File: src/cmp1_regs.vh
// Purpose: Constants for the first comparator control register
// Assumes: Eight-bit register port, byte-wide data
// Notes: Included by bare name
`ifndef CMP1_REGS_VH
`define CMP1_REGS_VH
`define CMP1_CTRL_ADDR 8'h00
`define CMP1_CTRL_RESET 8'h00
`define CMP1_CTRL_WMASK 8'hb7
`define CMP1_BIT_ENABLE 7
`define CMP1_BIT_RESULT 6
`define CMP1_BIT_PIN_OE 5
`define CMP1_BIT_INVERT 4
`define CMP1_BIT_UNUSED 3
`define CMP1_BIT_NONINV_SEL 2
`define CMP1_CH_MSB 1
`define CMP1_CH_LSB 0
`define CMP1_CH_IN0 2'h0
`define CMP1_CH_IN1 2'h1
`define CMP1_CH_IN2 2'h2
`define CMP1_CH_IN3 2'h3
`endif

File: src/cmp1_sync.v
// Purpose: Three-stage synchroniser with agreement filter
// Assumes: Asynchronous level input
// Notes: Output follows once stages two and three agree
`timescale 1ns/1ns
`default_nettype none
module cmp1_sync (
  input wire mclk,
  input wire rst,
  input wire async_in,
  output wire sync_out
);
  reg s1_ff;
  reg s2_ff;
  reg s3_ff;
  reg stable_ff;
  wire nxt_stable;

  assign nxt_stable = (s2_ff == s3_ff) ? s3_ff : stable_ff;

  always @(posedge mclk or posedge rst) begin
    if (rst) begin
      s1_ff <= 1'b0;
      s2_ff <= 1'b0;
      s3_ff <= 1'b0;
      stable_ff <= 1'b0;
    end else begin
      s1_ff <= async_in;
      s2_ff <= s1_ff;
      s3_ff <= s2_ff;
      stable_ff <= nxt_stable;
    end
  end

  assign sync_out = stable_ff;
endmodule
`default_nettype wire

File: src/cmp1_ctrl.v
// Purpose: Control and status register of the first comparator
// Assumes: Raw comparator decision arrives asynchronously
// Notes: One register at one address, read data one cycle later
//
// Summary of operation
// Bit seven enables the comparator; one on, zero off.
// Bit five routes the result to the output pin.
// Bits one and zero pick one of four inverting inputs.
// Code zero-zero selects analog input zero.
// Code zero-one selects analog input one.
// Result bit six is read-only; bit three reads zero.
// Polarity bit one inverts the result, zero passes it.
// Pin driven only with pin enable, comparator enable and output direction.
// Each access captures the result into the change-detect latch; here only accesses at address 8'h00 capture it.
// Reset clears the register, turning the comparator off.
//
// Chosen here: the address map and the plain strobed port.
`timescale 1ns/1ns
`default_nettype none
`include "cmp1_regs.vh"
module cmp1_ctrl (
  input wire mclk,
  input wire rst,
  input wire [7:0] reg_addr,
  input wire [7:0] reg_wdata,
  input wire reg_wr,
  input wire reg_rd,
  output wire [7:0] reg_rdata,
  input wire comp_raw,
  input wire pin_direction_bit,
  output wire comp_enable_bit,
  output wire noninverting_source_select,
  output wire [1:0] inverting_channel_select,
  output wire [3:0] inverting_input_sel,
  output wire comp_result_bit,
  output wire comp_pin_out,
  output wire comp_pin_oe_n,
  output wire change_mismatch
);
  localparam integer CH_N = 4;
  localparam [3:0] INSEL_RESET = 4'h1;

  reg [7:0] ctrl_ff;
  reg [7:0] nxt_ctrl;
  reg result_ff;
  reg nxt_result;
  reg snap_ff;
  reg nxt_snap;
  reg [7:0] rdata_ff;
  reg [7:0] nxt_rdata;
  reg oe_n_ff;
  reg nxt_oe_n;
  wire raw_sync;
  wire wr_hit;
  wire rd_hit;
  wire fld_enable;
  wire fld_pin_oe;
  wire fld_invert;
  wire fld_noninv;
  wire [1:0] fld_channel;
  wire [3:0] dec_sel;
  wire [3:0] insel_vec;
  wire drive_ok;
  wire [7:0] read_view;

  // Register address match
  function addr_hit;
    input [7:0] addr;
    begin
      addr_hit = (addr == `CMP1_CTRL_ADDR);
    end
  endfunction

  // One-hot analog mux for the inverting input
  function [3:0] ch_decode;
    input [1:0] ch;
    begin
      case (ch)
        `CMP1_CH_IN0: ch_decode = 4'h1;
        `CMP1_CH_IN1: ch_decode = 4'h2;
        `CMP1_CH_IN2: ch_decode = 4'h4;
        `CMP1_CH_IN3: ch_decode = 4'h8;
        default: ch_decode = 4'h1;
      endcase
    end
  endfunction

  cmp1_sync u_sync (
    .mclk(mclk),
    .rst(rst),
    .async_in(comp_raw),
    .sync_out(raw_sync)
  );

  assign wr_hit = reg_wr & addr_hit(reg_addr);
  assign rd_hit = reg_rd & addr_hit(reg_addr);

  // Field taps
  assign fld_enable = ctrl_ff[`CMP1_BIT_ENABLE];
  assign fld_pin_oe = ctrl_ff[`CMP1_BIT_PIN_OE];
  assign fld_invert = ctrl_ff[`CMP1_BIT_INVERT];
  assign fld_noninv = ctrl_ff[`CMP1_BIT_NONINV_SEL];
  assign fld_channel = ctrl_ff[`CMP1_CH_MSB:`CMP1_CH_LSB];

  // Read-only and zero bits
  assign read_view = {fld_enable, result_ff, fld_pin_oe, fld_invert, 1'b0, fld_noninv, fld_channel};

  // Writable bits only
  always @* begin
    nxt_ctrl = ctrl_ff;
    if (wr_hit) begin
      nxt_ctrl = (reg_wdata & `CMP1_CTRL_WMASK) | (ctrl_ff & ~`CMP1_CTRL_WMASK);
    end
  end

  // Polarity applied
  always @* begin
    nxt_result = 1'b0;
    if (fld_enable) begin
      nxt_result = raw_sync ^ fld_invert;
    end
  end

  // Capture on access
  always @* begin
    nxt_snap = snap_ff;
    if (wr_hit || rd_hit) begin
      nxt_snap = result_ff;
    end
  end

  // Pin drive condition
  assign drive_ok = fld_pin_oe & fld_enable & ~pin_direction_bit;

  always @* begin
    nxt_oe_n = 1'b1;
    if (drive_ok) begin
      nxt_oe_n = 1'b0;
    end
  end

  // Read data for one cycle
  always @* begin
    nxt_rdata = 8'h00;
    if (rd_hit) begin
      nxt_rdata = read_view;
    end
  end

  // Reset to zeros
  always @(posedge mclk or posedge rst) begin
    if (rst) begin
      ctrl_ff <= `CMP1_CTRL_RESET;
    end else begin
      ctrl_ff <= nxt_ctrl;
    end
  end

  // Result off in reset
  always @(posedge mclk or posedge rst) begin
    if (rst) begin
      result_ff <= 1'b0;
    end else begin
      result_ff <= nxt_result;
    end
  end

  // Change-detect latch
  always @(posedge mclk or posedge rst) begin
    if (rst) begin
      snap_ff <= 1'b0;
    end else begin
      snap_ff <= nxt_snap;
    end
  end

  // Read data register
  always @(posedge mclk or posedge rst) begin
    if (rst) begin
      rdata_ff <= 8'h00;
    end else begin
      rdata_ff <= nxt_rdata;
    end
  end

  // Pin drive register
  always @(posedge mclk or posedge rst) begin
    if (rst) begin
      oe_n_ff <= 1'b1;
    end else begin
      oe_n_ff <= nxt_oe_n;
    end
  end

  // Code to one-hot
  assign dec_sel = ch_decode(fld_channel);

  // One select flop per input
  genvar gi;
  generate
    for (gi = 0; gi < CH_N; gi = gi + 1) begin : g_insel
      reg sel_ff;
      wire nxt_sel;
      assign nxt_sel = dec_sel[gi];
      always @(posedge mclk or posedge rst) begin
        if (rst) begin
          sel_ff <= INSEL_RESET[gi];
        end else begin
          sel_ff <= nxt_sel;
        end
      end
      assign insel_vec[gi] = sel_ff;
    end
  endgenerate

  // Enable to analog core
  assign comp_enable_bit = fld_enable;
  assign noninverting_source_select = fld_noninv;
  assign inverting_channel_select = fld_channel;
  // Registered one-hot selects for inputs zero to three
  assign inverting_input_sel = insel_vec;
  assign comp_result_bit = result_ff;
  // Result to pin
  assign comp_pin_out = result_ff;
  assign comp_pin_oe_n = oe_n_ff;
  // Captured versus current
  assign change_mismatch = snap_ff ^ result_ff;
  assign reg_rdata = rdata_ff;
endmodule
`default_nettype wire

File: config.mk
export PLATFORM = sky130hd
export DESIGN_NAME = cmp1_ctrl
export DESIGN_NICKNAME = d
export VERILOG_FILES = /design/src/cmp1_sync.v /design/src/cmp1_ctrl.v
export VERILOG_INCLUDE_DIRS = /design/src /design/src/src
export SDC_FILE = /design/constraint.sdc
export NUM_CORES = 1
export LEC_CHECK = 0
export ABC_CLOCK_PERIOD_IN_PS = 1150
export BUFFER_PORTS_ARGS = -buffer_cell sky130_fd_sc_hd__buf_2
export CORE_AREA = 2 2 51 53
export CTS_CLUSTER_SIZE = 20
export DETAILED_ROUTE_END_ITERATION = 8
export DIE_AREA = 0 0 53 55
export PLACE_DENSITY = 0.68
export SKIP_CTS_REPAIR_TIMING = 1
export SLEW_MARGIN = 40
export SYNTH_ARGS = -nofsm -noshare
export SYNTH_HDL_FRONTEND = slang
export SYNTH_HIERARCHICAL = 1
export SYNTH_SLANG_ARGS = --single-unit
File: constraint.sdc
create_clock -name mclk -period 1.15 [get_ports mclk]
set_clock_uncertainty 0.2 [all_clocks]
set_input_delay 0.0575 -clock mclk [delete_from_list [all_inputs] [get_ports mclk]]
set_output_delay 0.0575 -clock mclk [all_outputs]
set_load 0.1 [all_outputs]
==> results.toml <==
[routing]
drc_errors = 0
wl_per_cell_um = 12.8
wirelength_mm = 1.86
ant_nets = 0
vias = 606
via_per_inst = 4.18
detail_route.first_pass.iterations = 3
drt-initial-drc-count = 1

[setup_path]
worst-path-buf-inv = 1
critPathMaxFanout = 4
slowest_stage = "dfrtp_4"
max_stage_delay_ns = 0.53
timing.critical_path.cells = "xor2_4 > buf_12"
critPathLaunchType = "register"
critPathKind = "register to primary output"
cp.arrival_ns = 1.19
cp-end-kind = "primary output"
required_ns = 0.89
cp_top_family = "flip-flops"

[yosys]
synthTopCellsByArea = "dfrtp_1, mux2_2, buf_4, and2_1, dfstp_2"
avgSynthCellArea_um2 = 14.5
syn_nets = 85
synth_edf_count = 0
yosysWarningCount = 6
yosysTopAreaCell = "dfrtp_1"
synth_ff_type = "dfrtp_1"
post-synth-top-count-cell = "dfrtp_1"
synth_area_um2 = 912
yosysUniqueCellTypes = 16
async_flop_share_pct = 100
ys_top_cells_by_count = "dfrtp_1, and2_1, buf_4"
ys_seq_elements = 24
synthCells = 63
ys_seq_area_share_pct = 66.1
synth_top_area_share_pct = 60.4

[power_and_ir_drop]
vdd_drop_max_v = 0.00110
intPower_w = 0.00138
p_clk_share_pct = 32.1
pwr-share-seq_pct = 49.0
power_frac_comb_pct = 18.9
switchingPower_w = 0.000466
leakagePower_nw = 0.785
p_per_area_nw_per_um2 = 1120
switching_share_pct = 25.3

[cts]
numCtsBuffers = 3
clk_latency_ns = 0.31
clock_path_buffers = 2
cts_htree_levels = 1
clock_sinks = 24
cts_tree = "built"
cts_root_buf = "clkbuf_4"
path_clk_slew_ns = 0.12

[grt]
grt_use_total_pct = 14.1
grt_use_met2_pct = 25.6
grt.busiest_layer = "met2"
antenna_found_initial = 0
grt_pass1_wl_mm = 2.82
grt.overflow.total = 0
grt_pass1_vias = 582
grtUsageMet1_pct = 16.2
grt_max_degree = 21
use_met3_pct = 3.49

[layout]
diodes = 0
fill_cells = 171
drive_gt1_share_pct = 60.9
final_area_um2 = 1640
stdcell_count = 145
nNetsFinal = 138
area_growth_syn_to_layout_pct = 79.7

[floorplanning]
chipHeight_um = 55
fp.dieArea_um2 = 2920
boundaryPins = 42
rows = 18
core_um2 = 2360
initial_core_util_pct = 38.6
die_width_um = 53

[run]
max_cap_violations = 0

[sta]
hold_ws_ns = -0.0185
setup_viol = 20
rsz0062_at_grt = "true"
hold_viol = 1
report.final.slew_viol_count = 0
max_freq_mhz = 691
post-route-period-util_pct = 126
fin_ws_ns = -0.298
fin_crit_ns = 1.45
fin_tns_setup_ns = -1.65

[run_status]
failed_checks = "negative hold slack, negative setup slack"
status = "finished, violations left"

[placed_design]
routabilityCongestion = 0.627
placed_area_um2 = 1440
port_buffers = 38
hpwl_mm = 1.36
placed_cells = 126

[min_path]
hp-class = "primary input to register"
-- metrics by stage --
stage	power [W]	setup WS (ns)	hold WS [ns]	utilization [%]
6_report	0.00184	-0.298	-0.0185	69.3
3_3_place_gp	0.00122	-0.196	-0.256	61.0
5_1_grt	0.00191	-0.345	-0.00428	69.3
2_1_floorplan	0.00111	-0.373	-0.376	-
4_1_cts	0.00181	-0.337	-0.593	63.2
3_5_place_dp	0.00123	-0.254	-0.251	61.0
-- logic make-up after synthesis --
kind of cell	synth area share (%)
flip-flops	66.1
other	0.411
multiplexers	8.64
AO/OA/AOI/OAI	0.823
AND/OR/NAND/NOR	13.4
buffers and inverters	7.41
XOR/XNOR	1.92
adder cells (fa/ha/maj)	1.23
-- power by group through the flow --
| stage | clock network [W] | logic (W) | registers, W |
|---|---|---|---|
| after CTS | 0.000599 | 0.000309 | 0.000904 |
| after detailed placement | 0 | 0.000308 | 0.000920 |
| final | 0.000592 | 0.000348 | 0.000902 |
| after floorplan | 0 | 0.000166 | 0.000941 |
| after global placement | 0 | 0.000302 | 0.000919 |
| after global routing | 0.000637 | 0.000365 | 0.000906 |
-- registers in the layout, indices dropped and copies added, names as in the netlist --
name / flops
comp_pin_oe_n: 1
comp_pin_out: 1
ctrl_ff: 6
g_insel.sel_ff: 4
reg_rdata: 7
snap_ff: 1
u_sync/s1_ff: 1
u_sync/s2_ff: 1
u_sync/s3_ff: 1
u_sync/sync_out: 1
-- final timing paths --
check / slack, ns / depth (start not counted) / startpoint / to
setup reg to reg: -0.04 / 2 / ctrl_ff[7] / ctrl_ff[7]
hold / removal: -0.02 / 4 / reg_addr[2] / snap_ff
max in group asynchronous: 0.10 / 4 / rst / u_sync/sync_out
min in group asynchronous: 0.09 / 4 / rst / ctrl_ff[2]
setup / recovery: -0.30 / 2 / comp_pin_out / change_mismatch
hold reg to reg: 0.18 / 0 / u_sync/s1_ff / u_sync/s2_ff
-- worst reg2reg max path, cell delays in order (launching register included) --
cell     delay [ns]
dfrtp_4        0.52
buf_6          0.13
mux2_4         0.24
-- final cells by class --
class                           count  area [um2]  area share [%]
Clock inverter                      1        30.0            1.83
Inverter                            2        7.51           0.458
Clock buffer                        3        22.5            1.37
Timing Repair Buffer               56         639            39.0
Multi-Input combinational cell     29         285            17.4
Sequential cell                    24         617            37.6
Tap cell                           30        37.5            2.29
-- layer usage --
layer  vias up  share of wire (%)
li1        301                  -
met1       284                 38
met2        17                 56
met3         4                3.9
met4         0                1.3
met5         -                  0
-- cell usage in the layout (no fill, tap or decap), drive strengths merged --
cell and count:
and3 1, xor2 2, clkbuf 3, nand3 1
conb 1, maj3 1, nor2b 2, inv 2
o211ai 1, nor4 2, bufinv 1, and2 9
nand3b 1, nor2 1, dfrtp 22, dfstp 2
mux2 7, buf 46, dlygate4sd3 10
Note: power is estimated with default switching activity, not from simulation.
